[src/design/mcd_params.svh]
/*
  Constants of the minicomputer register datapath: word width, reset
  values and the one increment step of the program counter.
  Assumes it is included by bare name from the package and modules.
*/
// Contract
// (RULE1) Adder sums source, second operand, carry
// (RULE2) Sum reaches result bus through shifter
// (RULE3) Adder is stateless and purely combinational
// (RULE4) Data register captures memory read word
// (RULE5) Data register holds write word beforehand
// (RULE6) Address register loads, holds whole cycle
// (RULE7) Program counter addresses and auto increments
// (RULE8) Skip or jump loads program counter
// (RULE9) Accumulator is general arithmetic register
// (RULE10) Index register extends accumulator for shifts
// (RULE11) Instruction register holds current instruction
// (RULE12) Operand register holds operand, multiplicand, divisor
// (RULE13) Overflow flag set on arithmetic overflow
// (RULE14) Result bus loads A, X, P, M, W
// (RULE15) Output words pass over result bus
// (RULE16) Source bus selects A, X, P, W, M
// (RULE17) Input data enters on source bus
// (RULE18) Memory data bus carries both directions
// (RULE19) Addresses leave only from address register
// (RULE20) Transfer bus feeds instruction and operand
// (RULE21) Second operand from operand or instruction
// (RULE22) Shifter passes, shifts or rotates sum
// (RULE23) Registers load on clock, one bus driver
`ifndef MCD_PARAMS_SVH
`define MCD_PARAMS_SVH

// ---------------------------------------------------------------
// Widths and reset values
// ---------------------------------------------------------------
`define MCD_WIDTH 16
`define MCD_MIN_WIDTH 2
`define MCD_RST_WORD 16'h0000
`define MCD_RST_BIT 1'b0
`define MCD_PC_STEP 16'h0001

`endif

[src/design/mcd_pkg.sv]
/*
  Types of the minicomputer register datapath: bus selects, shift
  and flag operations, the control word and the register view.
  Assumes the sequencer outside drives one control word per clock.
*/
`include "mcd_params.svh"

package mcd_pkg;

	// ---------------------------------------------------------------
	// Selects and operations
	// ---------------------------------------------------------------
	typedef logic [`MCD_WIDTH-1:0] mcd_word_type;

	typedef enum logic [2:0] {
		MCD_SRC_A = 3'h0,
		MCD_SRC_X = 3'h1,
		MCD_SRC_P = 3'h2,
		MCD_SRC_W = 3'h3,
		MCD_SRC_M = 3'h4,
		MCD_SRC_IO = 3'h5
	} mcd_src_type;

	typedef enum logic [1:0] {
		MCD_U_R = 2'h0,
		MCD_U_I = 2'h1,
		MCD_U_ZERO = 2'h2
	} mcd_usel_type;

	typedef enum logic [2:0] {
		MCD_SH_PASS = 3'h0,
		MCD_SH_LEFT = 3'h1,
		MCD_SH_RIGHT = 3'h2,
		MCD_SH_ROL = 3'h3,
		MCD_SH_ROR = 3'h4
	} mcd_shift_type;

	typedef enum logic [1:0] {
		MCD_FILL_ZERO = 2'h0,
		MCD_FILL_OV = 2'h1,
		MCD_FILL_XHI = 2'h2,
		MCD_FILL_XLO = 2'h3
	} mcd_fill_type;

	typedef enum logic [2:0] {
		MCD_OV_HOLD = 3'h0,
		MCD_OV_ARITH = 3'h1,
		MCD_OV_CLEAR = 3'h2,
		MCD_OV_SET = 3'h3,
		MCD_OV_SHIFT = 3'h4
	} mcd_ov_type;

	// ---------------------------------------------------------------
	// Carriers
	// ---------------------------------------------------------------
	typedef struct packed {
		mcd_src_type src_sel;
		mcd_usel_type u_sel;
		logic carry_in;
		mcd_shift_type shift_op;
		mcd_fill_type shift_fill;
		logic console_sel;
		logic ld_a;
		logic ld_x;
		logic ld_p;
		logic pc_inc;
		logic ld_w;
		logic ld_i;
		logic ld_r;
		mcd_ov_type ov_op;
		logic mem_start;
		logic mem_write;
		logic io_strobe;
	} mcd_ctrl_type;

	typedef struct packed {
		logic done;
		mcd_word_type rd_data;
	} mcd_mem_in_type;

	typedef struct packed {
		mcd_word_type a;
		mcd_word_type x;
		mcd_word_type p;
		mcd_word_type m;
		mcd_word_type w;
		mcd_word_type i;
		mcd_word_type r;
		logic ov;
	} mcd_regs_type;

endpackage

[src/design/mcd_adder.sv]
/*
  Three-input parallel adder: source word, second operand word and
  carry-in, with carry-out and signed overflow beside the sum.
  Assumes both operand buses are settled within the clock period.
*/
`timescale 1ns/1ps
`include "mcd_params.svh"

module mcd_adder #(
	parameter int WIDTH = `MCD_WIDTH
) (
	input wire logic [WIDTH-1:0] src_word,
	input wire logic [WIDTH-1:0] opd_word,
	input wire logic carry_in,
	output logic [WIDTH-1:0] sum,
	output logic carry_out,
	output logic overflow
);

	// ---------------------------------------------------------------
	// Elaboration check
	// ---------------------------------------------------------------
	if (WIDTH < `MCD_MIN_WIDTH) begin : g_bad_width
		$error("mcd_adder: width too small");
	end

	// ---------------------------------------------------------------
	// Sum
	// ---------------------------------------------------------------
	// No storage and no feedback: output follows inputs at all times
	always_comb begin
		{carry_out, sum} = {1'b0, src_word} + {1'b0, opd_word}
			+ {{WIDTH{1'b0}}, carry_in}; // RULE1 RULE3
		// Same operand signs but a differing result sign
		overflow = (src_word[WIDTH-1] == opd_word[WIDTH-1])
			&& (sum[WIDTH-1] != src_word[WIDTH-1]); // RULE13
	end

endmodule

[src/design/mcd_shifter.sv]
/*
  One-position shift stage between the adder and the result bus:
  pass, shift left or right with a fill bit, rotate left or right.
  Assumes multi-position shifts are made by repeated passes.
*/
`timescale 1ns/1ps
`include "mcd_params.svh"

module mcd_shifter #(
	parameter int WIDTH = `MCD_WIDTH
) (
	input wire logic [WIDTH-1:0] sum,
	input wire mcd_pkg::mcd_shift_type op,
	input wire logic fill,
	output logic [WIDTH-1:0] result,
	output logic out_bit
);

	// ---------------------------------------------------------------
	// Elaboration check
	// ---------------------------------------------------------------
	if (WIDTH < `MCD_MIN_WIDTH) begin : g_bad_width
		$error("mcd_shifter: width too small");
	end

	// ---------------------------------------------------------------
	// Shift gates
	// ---------------------------------------------------------------
	// Only one position per pass keeps the gate depth to one mux
	always_comb begin
		result = sum;
		out_bit = 1'b0;
		case (op)
			mcd_pkg::MCD_SH_LEFT: begin
				result = {sum[WIDTH-2:0], fill}; // RULE22
				out_bit = sum[WIDTH-1];
			end
			mcd_pkg::MCD_SH_RIGHT: begin
				result = {fill, sum[WIDTH-1:1]}; // RULE22
				out_bit = sum[0];
			end
			mcd_pkg::MCD_SH_ROL: begin
				result = {sum[WIDTH-2:0], sum[WIDTH-1]}; // RULE22
				out_bit = sum[WIDTH-1];
			end
			mcd_pkg::MCD_SH_ROR: begin
				result = {sum[0], sum[WIDTH-1:1]}; // RULE22
				out_bit = sum[0];
			end
			default: begin
				result = sum; // RULE22
				out_bit = 1'b0;
			end
		endcase
	end

endmodule

[src/design/mcd_datapath.sv]
/*
  Register datapath of a 16-bit minicomputer processor: source bus,
  second-operand bus, adder, shift stage, result bus, the seven word
  registers, the overflow flag, and the memory and I/O data ports.
  Assumes an outside sequencer drives the control word each clock and
  that memory raises done for one clock to end each memory cycle.
*/
`timescale 1ns/1ps
`include "mcd_params.svh"

module mcd_datapath #(
	parameter int WIDTH = `MCD_WIDTH
) (
	input wire logic clk_sys,
	input wire logic rst_n,
	input wire mcd_pkg::mcd_ctrl_type ctrl,
	input wire mcd_pkg::mcd_word_type console_data,
	input wire mcd_pkg::mcd_mem_in_type mem_in,
	input wire mcd_pkg::mcd_word_type io_in,
	output mcd_pkg::mcd_regs_type regs,
	output mcd_pkg::mcd_word_type mem_addr,
	output logic mem_req,
	output logic mem_we,
	output mcd_pkg::mcd_word_type md_out,
	output logic md_oe,
	output mcd_pkg::mcd_word_type io_out,
	output logic io_oe
);

	// ---------------------------------------------------------------
	// Elaboration check
	// ---------------------------------------------------------------
	// The carriers are fixed at the package width
	if (WIDTH != `MCD_WIDTH) begin : g_bad_width
		$error("mcd_datapath: width must match package word");
	end

	// ---------------------------------------------------------------
	// State
	// ---------------------------------------------------------------
	typedef struct packed {
		mcd_pkg::mcd_regs_type regs;
		logic busy;
		logic wr;
		logic md_oe;
		mcd_pkg::mcd_word_type io_data;
		logic io_oe;
	} mcd_state_type;

	mcd_state_type st_q;
	mcd_state_type st_d;
	mcd_pkg::mcd_word_type sbus;
	mcd_pkg::mcd_word_type ubus;
	mcd_pkg::mcd_word_type abus;
	mcd_pkg::mcd_word_type sum;
	mcd_pkg::mcd_word_type shifted;
	logic carry_out;
	logic overflow;
	logic fill;
	logic out_bit;
	logic rd_done;
	logic wr_busy;

	// ---------------------------------------------------------------
	// Buses
	// ---------------------------------------------------------------
	// One select per bus, so each bus has exactly one driver
	always_comb begin
		if (ctrl.src_sel == mcd_pkg::MCD_SRC_A) begin
			sbus = st_q.regs.a; // RULE16 RULE9
		end else if (ctrl.src_sel == mcd_pkg::MCD_SRC_X) begin
			sbus = st_q.regs.x; // RULE16
		end else if (ctrl.src_sel == mcd_pkg::MCD_SRC_P) begin
			sbus = st_q.regs.p; // RULE16
		end else if (ctrl.src_sel == mcd_pkg::MCD_SRC_W) begin
			sbus = st_q.regs.w; // RULE16
		end else if (ctrl.src_sel == mcd_pkg::MCD_SRC_M) begin
			sbus = st_q.regs.m; // RULE16
		end else if (ctrl.src_sel == mcd_pkg::MCD_SRC_IO) begin
			sbus = io_in; // RULE17
		end else begin
			sbus = `MCD_RST_WORD; // RULE23
		end
	end

	// Second operand: operand or instruction register, or nothing
	always_comb begin
		if (ctrl.u_sel == mcd_pkg::MCD_U_R) begin
			ubus = st_q.regs.r; // RULE21 RULE12
		end else if (ctrl.u_sel == mcd_pkg::MCD_U_I) begin
			ubus = st_q.regs.i; // RULE21
		end else begin
			ubus = `MCD_RST_WORD;
		end
	end

	// Fill bit for one-position shifts; the X taps chain long shifts
	always_comb begin
		case (ctrl.shift_fill)
			mcd_pkg::MCD_FILL_OV: fill = st_q.regs.ov;
			mcd_pkg::MCD_FILL_XHI: fill = st_q.regs.x[WIDTH-1]; // RULE10
			mcd_pkg::MCD_FILL_XLO: fill = st_q.regs.x[0]; // RULE10
			default: fill = 1'b0;
		endcase
	end

	mcd_adder #(
		.WIDTH(WIDTH)
	) u_adder (
		.src_word(sbus),
		.opd_word(ubus),
		.carry_in(ctrl.carry_in),
		.sum(sum),
		.carry_out(carry_out),
		.overflow(overflow)
	);

	mcd_shifter #(
		.WIDTH(WIDTH)
	) u_shifter (
		.sum(sum),
		.op(ctrl.shift_op),
		.fill(fill),
		.result(shifted),
		.out_bit(out_bit)
	);

	// Result bus: shift stage or console coupling, never the raw sum
	assign abus = ctrl.console_sel ? console_data : shifted; // RULE2 RULE14

	// A write cycle in flight pins the data register
	assign rd_done = st_q.busy && !st_q.wr && mem_in.done;
	assign wr_busy = st_q.busy && st_q.wr;

	// ---------------------------------------------------------------
	// Next state
	// ---------------------------------------------------------------
	always_comb begin
		st_d = st_q;
		st_d.io_oe = 1'b0;
		// Accumulator and index load only from the result bus
		if (ctrl.ld_a) begin
			st_d.regs.a = abus; // RULE9 RULE14
		end
		if (ctrl.ld_x) begin
			st_d.regs.x = abus; // RULE10 RULE14
		end
		// A branch load wins over the automatic step
		if (ctrl.ld_p) begin
			st_d.regs.p = abus; // RULE8 RULE14
		end else if (ctrl.pc_inc) begin
			st_d.regs.p = st_q.regs.p + `MCD_PC_STEP; // RULE7
		end
		// Memory word lands in W when the read completes
		if (rd_done) begin
			st_d.regs.w = mem_in.rd_data; // RULE4 RULE18
		end else if (ctrl.ld_w && !wr_busy) begin
			st_d.regs.w = abus; // RULE5 RULE14
		end
		// Transfer bus from W into instruction and operand registers
		if (ctrl.ld_i) begin
			st_d.regs.i = st_q.regs.w; // RULE20 RULE11
		end
		if (ctrl.ld_r) begin
			st_d.regs.r = st_q.regs.w; // RULE20 RULE12
		end
		// Memory cycle: address taken at start, held until done
		if (st_q.busy) begin
			if (mem_in.done) begin
				st_d.busy = 1'b0;
				st_d.md_oe = 1'b0;
			end
		end else if (ctrl.mem_start) begin
			st_d.busy = 1'b1;
			st_d.wr = ctrl.mem_write;
			st_d.md_oe = ctrl.mem_write; // RULE18
			st_d.regs.m = abus; // RULE6 RULE14 RULE19
		end
		// Overflow flag operations
		case (ctrl.ov_op)
			mcd_pkg::MCD_OV_ARITH: begin
				st_d.regs.ov = st_q.regs.ov | overflow; // RULE13
			end
			mcd_pkg::MCD_OV_CLEAR: st_d.regs.ov = `MCD_RST_BIT; // RULE13
			mcd_pkg::MCD_OV_SET: st_d.regs.ov = 1'b1; // RULE13
			mcd_pkg::MCD_OV_SHIFT: st_d.regs.ov = out_bit; // RULE13
			default: st_d.regs.ov = st_q.regs.ov;
		endcase
		// Outgoing I/O word is whatever sits on the result bus
		if (ctrl.io_strobe) begin
			st_d.io_data = abus; // RULE15
			st_d.io_oe = 1'b1;
		end
	end

	// ---------------------------------------------------------------
	// State register
	// ---------------------------------------------------------------
	// Synchronous reset clears every register and cycle flag
	always_ff @(posedge clk_sys) begin
		if (!rst_n) begin
			st_q <= '0;
		end else begin
			st_q <= st_d; // RULE23
		end
	end

	// ---------------------------------------------------------------
	// Outputs
	// ---------------------------------------------------------------
	assign regs = st_q.regs;
	assign mem_addr = st_q.regs.m; // RULE19
	assign mem_req = st_q.busy;
	assign mem_we = st_q.wr;
	assign md_out = st_q.regs.w; // RULE18
	assign md_oe = st_q.md_oe;
	assign io_out = st_q.io_data;
	assign io_oe = st_q.io_oe;
endmodule

[config.mk]
export PLATFORM = sky130hd
export DESIGN_NAME = mcd_datapath
export DESIGN_NICKNAME = d
export VERILOG_FILES = /design/src/design/mcd_pkg.sv /design/src/design/mcd_adder.sv /design/src/design/mcd_shifter.sv /design/src/design/mcd_datapath.sv
export VERILOG_INCLUDE_DIRS = /design/src /design/src/design
export SDC_FILE = /design/constraint.sdc
export NUM_CORES = 1
export LEC_CHECK = 0
export BUFFER_PORTS_ARGS = -buffer_cell sky130_fd_sc_hd__buf_2
export CAP_MARGIN = 10
export CORE_UTILIZATION = 53
export CTS_BUF_LIST = sky130_fd_sc_hd__clkbuf_16
export DETAILED_ROUTE_END_ITERATION = 8
export MAX_ROUTING_LAYER = met4
export PLACE_DENSITY = 0.82
export SLEW_MARGIN = 5
export SYNTH_ARGS = -nofsm -noshare
export SYNTH_HDL_FRONTEND = slang
export SYNTH_SLANG_ARGS = --single-unit
[constraint.sdc]
create_clock -name clk_sys -period 5.62 [get_ports clk_sys]
set_input_delay 0.562 -clock clk_sys [delete_from_list [all_inputs] [get_ports clk_sys]]
set_output_delay 0.562 -clock clk_sys [all_outputs]
set_load 0.005 [all_outputs]
# Word-level counts from Yosys, hierarchy flattened
# Cells that the tools add are included.
# totals
regBits,133
out_inout_bits,165
# op_classes
n_bitwise,2
n_reduce_logical,17
n_mux,23
eq_ne,20
addsub,3
# op_table
operator,n
16-bit 2-to-1 mux,13
16-bit one-hot mux with 4 select lines,1
"3-bit by 2-bit == test with 1-bit output, second input constant",6
16-bit by 1-bit adder with 16-bit output,1
"16-bit by 1-bit adder with 16-bit output, second input constant",1
16-bit adder,1
"3-bit == test, second input constant",4
"3-bit by 1-bit == test with 1-bit output, second input constant",3
2-bit nonzero test,3
1-bit logical AND,5
1-bit 2-to-1 mux,5
"2-bit by 1-bit == test with 1-bit output, second input constant",2
"2-bit == test, second input constant",2
1-bit one-hot mux with 4 select lines,1
2-bit AND reduction,2
4-bit nonzero test,1
2-bit OR reduction,2
3-bit logical NOT,1
3-bit 2-to-1 mux,1
1-bit one-hot mux with 3 select lines,1
1-bit logical NOT,2
2-bit logical NOT,1
"2-bit inequality test, second input constant",1
1-bit one-hot mux with 2 select lines,1
4 further kinds,4

# Longest topological paths before layout
# depth
word_depth,13
mapped_depth,16

# By module
# From an unflattened synthesis, not the netlist that was laid out.
# hier_totals
hier_cells,954
area_unflattened_um2,7932.6
# modules_own_cells
module,instances,cells_per_inst,area_per_inst_um2,seq_area_each_um2
mcd_datapath,1,756,6404.9,2662.6
mcd_adder,1,98,775.7,0.0
mcd_shifter,1,100,752.0,0.0

# Least setup slack after synthesis
# OpenSTA, ideal clock, no wires.
# synth_path
path_type,input to register
startpoint,input port ctrl[22] (netlist name)
endpoint,"register st_q, in the netlist md_out[11]"
setup_slack_ns,1.395
t_arrival_ns,4.109
t_required_ns,5.504
cell_stages,14
path_cell_list,buf_2 -> buf_1 -> mux4_2 -> nand2_1 -> o21ai_0 -> fa_1 -> a21o_1 -> a211oi_4 -> o211ai_1 -> a21o_1 -> and3_1 -> o32ai_2 -> o211ai_1 -> o211a_1
# synth_between
elab_chain_len,13
elab_cells_between_ends,18
cone_classes,add/sub: 2; eq/ne: 5; mux: 10; reduce/logical: 1
# synth_lines
element,line_no,rtl
start: declaration,mcd_datapath.sv:16,"input wire mcd_pkg::mcd_ctrl_type ctrl,"
3-bit == test,mcd_datapath.sv:79,end else if (ctrl.src_sel == mcd_pkg::MCD_SRC_IO) begin
16-bit 2-to-1 mux,mcd_datapath.sv:79,
16-bit 2-to-1 mux,mcd_datapath.sv:77,end else if (ctrl.src_sel == mcd_pkg::MCD_SRC_M) begin
16-bit 2-to-1 mux,mcd_datapath.sv:75,end else if (ctrl.src_sel == mcd_pkg::MCD_SRC_W) begin
16-bit 2-to-1 mux,mcd_datapath.sv:73,end else if (ctrl.src_sel == mcd_pkg::MCD_SRC_P) begin
16-bit 2-to-1 mux,mcd_datapath.sv:71,end else if (ctrl.src_sel == mcd_pkg::MCD_SRC_X) begin
16-bit 2-to-1 mux (*),mcd_datapath.sv:69,if (ctrl.src_sel == mcd_pkg::MCD_SRC_A) begin
16-bit adder (*),mcd_adder.sv:32,"{carry_out, sum} = {1'b0, src_word} + {1'b0, opd_word}"
16-bit by 1-bit adder with 16-bit output (*),mcd_adder.sv:33,"+ {{WIDTH{1'b0}}, carry_in};"
16-bit one-hot mux with 4 select lines (*),mcd_shifter.sv:33,case (op)
16-bit 2-to-1 mux (*),mcd_datapath.sv:129,assign abus = ctrl.console_sel ? console_data : shifted;
16-bit 2-to-1 mux (*),mcd_datapath.sv:157,end else if (ctrl.ld_w && !wr_busy) begin
16-bit 2-to-1 mux (*),mcd_datapath.sv:155,if (rd_done) begin
end signal: assignment,mcd_datapath.sv:204,st_q <= st_d;
end: declaration,mcd_datapath.sv:50,mcd_state_type st_q;
# Mark *: on every way between the ends. The rest lies on a longest branch, timed or not. The select of a mux whose other input is x is not followed.
# A chain may end at the register's enable or synchronous reset.

# Final worst setup path
# Ends and elaborated chain as after synthesis.

==> run summary <==
Die Footprint: 15,900 um^2
Final wirelength: 27,700 um
Crit path launch type: input port
Diode count: 0
Largest family of logic cells by synthesized area: simple AND/OR/NAND/NOR gates
Worst Path Required: 5940 ps
Slowest stage cell, crit path: o32ai_2
Hold Crit Class: input port to flip-flop
Die height: 126 um
DR vias/cell: 6.28
Reg-to-Reg Start: regs[81]
Final #Nets: 1,196
Seq cells post-synth: 133
Worst Path Arrival: 4580 ps
Hold Path End: md_out[3]
Worst-path maximum fanout: 17
Gr usage total: 0.354
Gate power share: 0.219
Final setup viols: 0
Clock sink count: 133
R2R Setup Slk: 1650 ps
Gates resized, CTS repair: 0
Hold wc startpoint: mem_in[3]
Worst r2r path cells: 13
Skew-Pair Late Insertion Delay: 430 ps
Pre-antenna DRT Iters: 6
Cell Pwr Density: 282 nW/um^2
CP endpoint kind: flip-flop
Seq pwr share: 0.407
Setup tns final: 0 ps
H-tree depth: 4
Port Buffer Count: 240
Width of the die: 126 um
1st-iter DRT viols: 1,101
Ports: 241
Vias in the first global route: 7,512
Layout Skew: 8.85 ps
Core ar.: 14,800 um^2
Sw Share: 0.315
Post-Syn Instances: 941
Post-Syn Area per Cell: 8.65 um^2
Status: finished clean
Share of cells above drive strength 1: 0.272
Clock power frac: 0.374
Layout area overhead: 18.3%
Pin count of the biggest net entering global routing: 143
Most frequent cell on the critical path: nor3_1
Critical path class: input port to flip-flop
Critical Path, Cell by Cell: buf_2 -> buf_4 -> mux4_2 -> nand2_1 -> o21ai_0 -> ha_1 -> a21oi_1 -> nand3b_1 -> o211ai_2 -> nor3_1 -> nor3_1 -> o32ai_2 -> o211ai_1 -> o211a_1
Mapped Nets: 1,034
Max-cap violations: 0
Ys Warns: 0
Max Buffers Root-to-Sink: 2
Clk pin slew, worst setup/hold paths: 60 ps
Final Hold Fails: 0
CTS tree: yes
Slew Viols, Final: 0
Netlist cell types: 70
CP max stage delay: 610 ps
Initial antenna violation count: 0
Root buffer cell: clkbuf_16
Leakage: 4.56 nW
Cells on Worst Hold Path: 3
Reg-to-reg endpoint: md_out[11]
Int Pwr: 1.86 mW
Total CTS buffers: 17
Total grt overflow: 0
Min Hold Slack: 403 ps
Finished Core Util: 0.652
EDFF count, synth: 0
FP Rows: 44
DR WL/cell: 21.3 um
Crit path max-delay family: compound AO/OA/AOI/OAI gates
Global-route wire length before repair: 41,900 um
Fmax: 235 MHz
DRC errors left: 0
Post-synthesis mux area share: 0.157
Mapped cell area: 8140 um^2
Simple-gate share of the synthesized area: 0.202
XOR/XNOR Fraction of Synth Area: 0.0289
Initial Utilization: 0.551
Slew headroom: 0.184
Seq/Total Area, Yosys: 0.327
Remaining antenna violation count: 0
Synth Flop Type: dfxtp_1
RSZ-0062 raised after global routing: false
Slew @ Worst Pin: 1220 ps
Period minus WS final: 4260 ps
DP Wirelength: 20,200 um
Max IR drop VDD: 0.238 mV
Vias: 8,160
Final Cycle Share: 0.757
Asr flop ratio synth: 0
Compound-Gate Fraction of Synth Area: 0.190
Post-Synth Adder-Cell Area: 0.0280
Setup Buffers After CTS: 0
RD Place Congestion: 0.991
Buf/Inv on CP: 2
CTS Hold Bufs: 0
Switching power: 0.855 mW
[cells in the final DEF (no fill, tap or decap), drive strengths merged, types with 14 or more instances in the layout]
cell	count
o21ai	53
dfxtp	133
a31oi	20
inv	15
xor2	14
buf	245
nor2b	70
mux2i	89
ha	15
a21oi	36
nor2	54
nand3	34
clkbuf	17
o211ai	15
nand2b	31
a21boi	26
nand2	88
mux4	15
[tightest hold or removal path: stages]
cell	delay [ps]
buf_2	100
nand2_1	40
a31oi_1	70
[power groups by stage]
stage,sequential [mW],clock (mW),combinational [mW]
floorplan,1.10,0,0.378
global placement,1.12,0,0.568
detailed placement,1.12,0,0.577
CTS,1.10,1.02,0.582
global route,1.11,1.06,0.637
finish,1.10,1.02,0.596
[logic make-up (layout without fill, tap and decap cells)]
logic type	count (synthesis)	in the layout
multiplexers	108	108
AO/OA/AOI/OAI	222	222
AND/OR/NAND/NOR	324	324
XOR/XNOR	26	26
buffers and inverters	111	286
adder cells (fa/ha/maj)	17	17
flip-flops	133	133
[area by class of cell]
cell class	count	area [um^2]
Clock buffer	17	425
Clock inverter	15	103
Fill cell	1231	5130
Inverter	9	33.8
Multi-Input combinational cell	697	4930
Sequential cell	133	2660
Tap cell	184	230
Timing Repair Buffer	245	1240
[per-layer routing]
metal	routed length, um	global-route usage
met5	0	-
met4	1310	0.184
met3	3140	0.0922
met2	12700	0.540
met1	10500	0.431
[worst max-delay path by stage]
| stage | startpoint | cells after the start | slack, ps | to |
|---|---|---|---|---|
| 3_5_place_dp | ctrl[22] | 16 | 1050 | md_out[11] |
| 6_report | ctrl[22] | 14 | 1360 | md_out[11] |
| 4_1_cts | ctrl[22] | 16 | 1480 | md_out[11] |
| 3_3_place_gp | ctrl[22] | 16 | 1100 | md_out[11] |
| 5_1_grt | ctrl[22] | 16 | 1170 | md_out[11] |
| 2_1_floorplan | ctrl[22] | 14 | 1390 | md_out[11] |
[registers in the layout (all words and copies together), names as in the netlist]
register,count
mem_addr,16
mem_we,1
md_oe,1
regs,81
md_out,16
io_out,16
mem_req,1
io_oe,1
[metrics by stage]
step / power (mW) / worst slack, ps / instance area (um^2) / cells
floorplan: 1.48 / 1390 / 8140 / 941
global placement: 1.69 / 1100 / 9100 / 1268
detailed placement: 1.70 / 1050 / 9100 / 1268
CTS: 2.70 / 1480 / 9620 / 1300
global route: 2.80 / 1170 / 9620 / 1300
finish: 2.72 / 1360 / 9620 / 1300
[synth_stat cells, types with 4 or more instances]
master	instances	share of area
buf_2	7	0.0043
a21o_1	8	0.0074
xnor2_1	11	0.012
buf_4	33	0.030
buf_1	10	0.0046
a211oi_1	5	0.0046
nand3_1	34	0.021
mux4_2	15	0.042
clkbuf_1	52	0.024
o211ai_1	12	0.011
a21boi_0	24	0.022
xor2_1	14	0.015
o31a_1	4	0.0043
o21a_1	6	0.0055
a21oi_1	34	0.021
a31oi_1	19	0.015
nand2b_1	31	0.024
o211a_1	7	0.0086
inv_1	8	0.0037
and3_1	10	0.0077
nand4_1	9	0.0069
a211o_1	7	0.0075
mux2i_1	89	0.11
nor2_1	54	0.025
o22ai_1	8	0.0062
nor3_1	10	0.0062
dfxtp_1	133	0.33
nand3b_1	6	0.0055
nand2_1	88	0.041
nor2b_1	70	0.054
o21ai_0	52	0.032
ha_1	15	0.023
No activity file was read; power rests on OpenSTA's default activity.
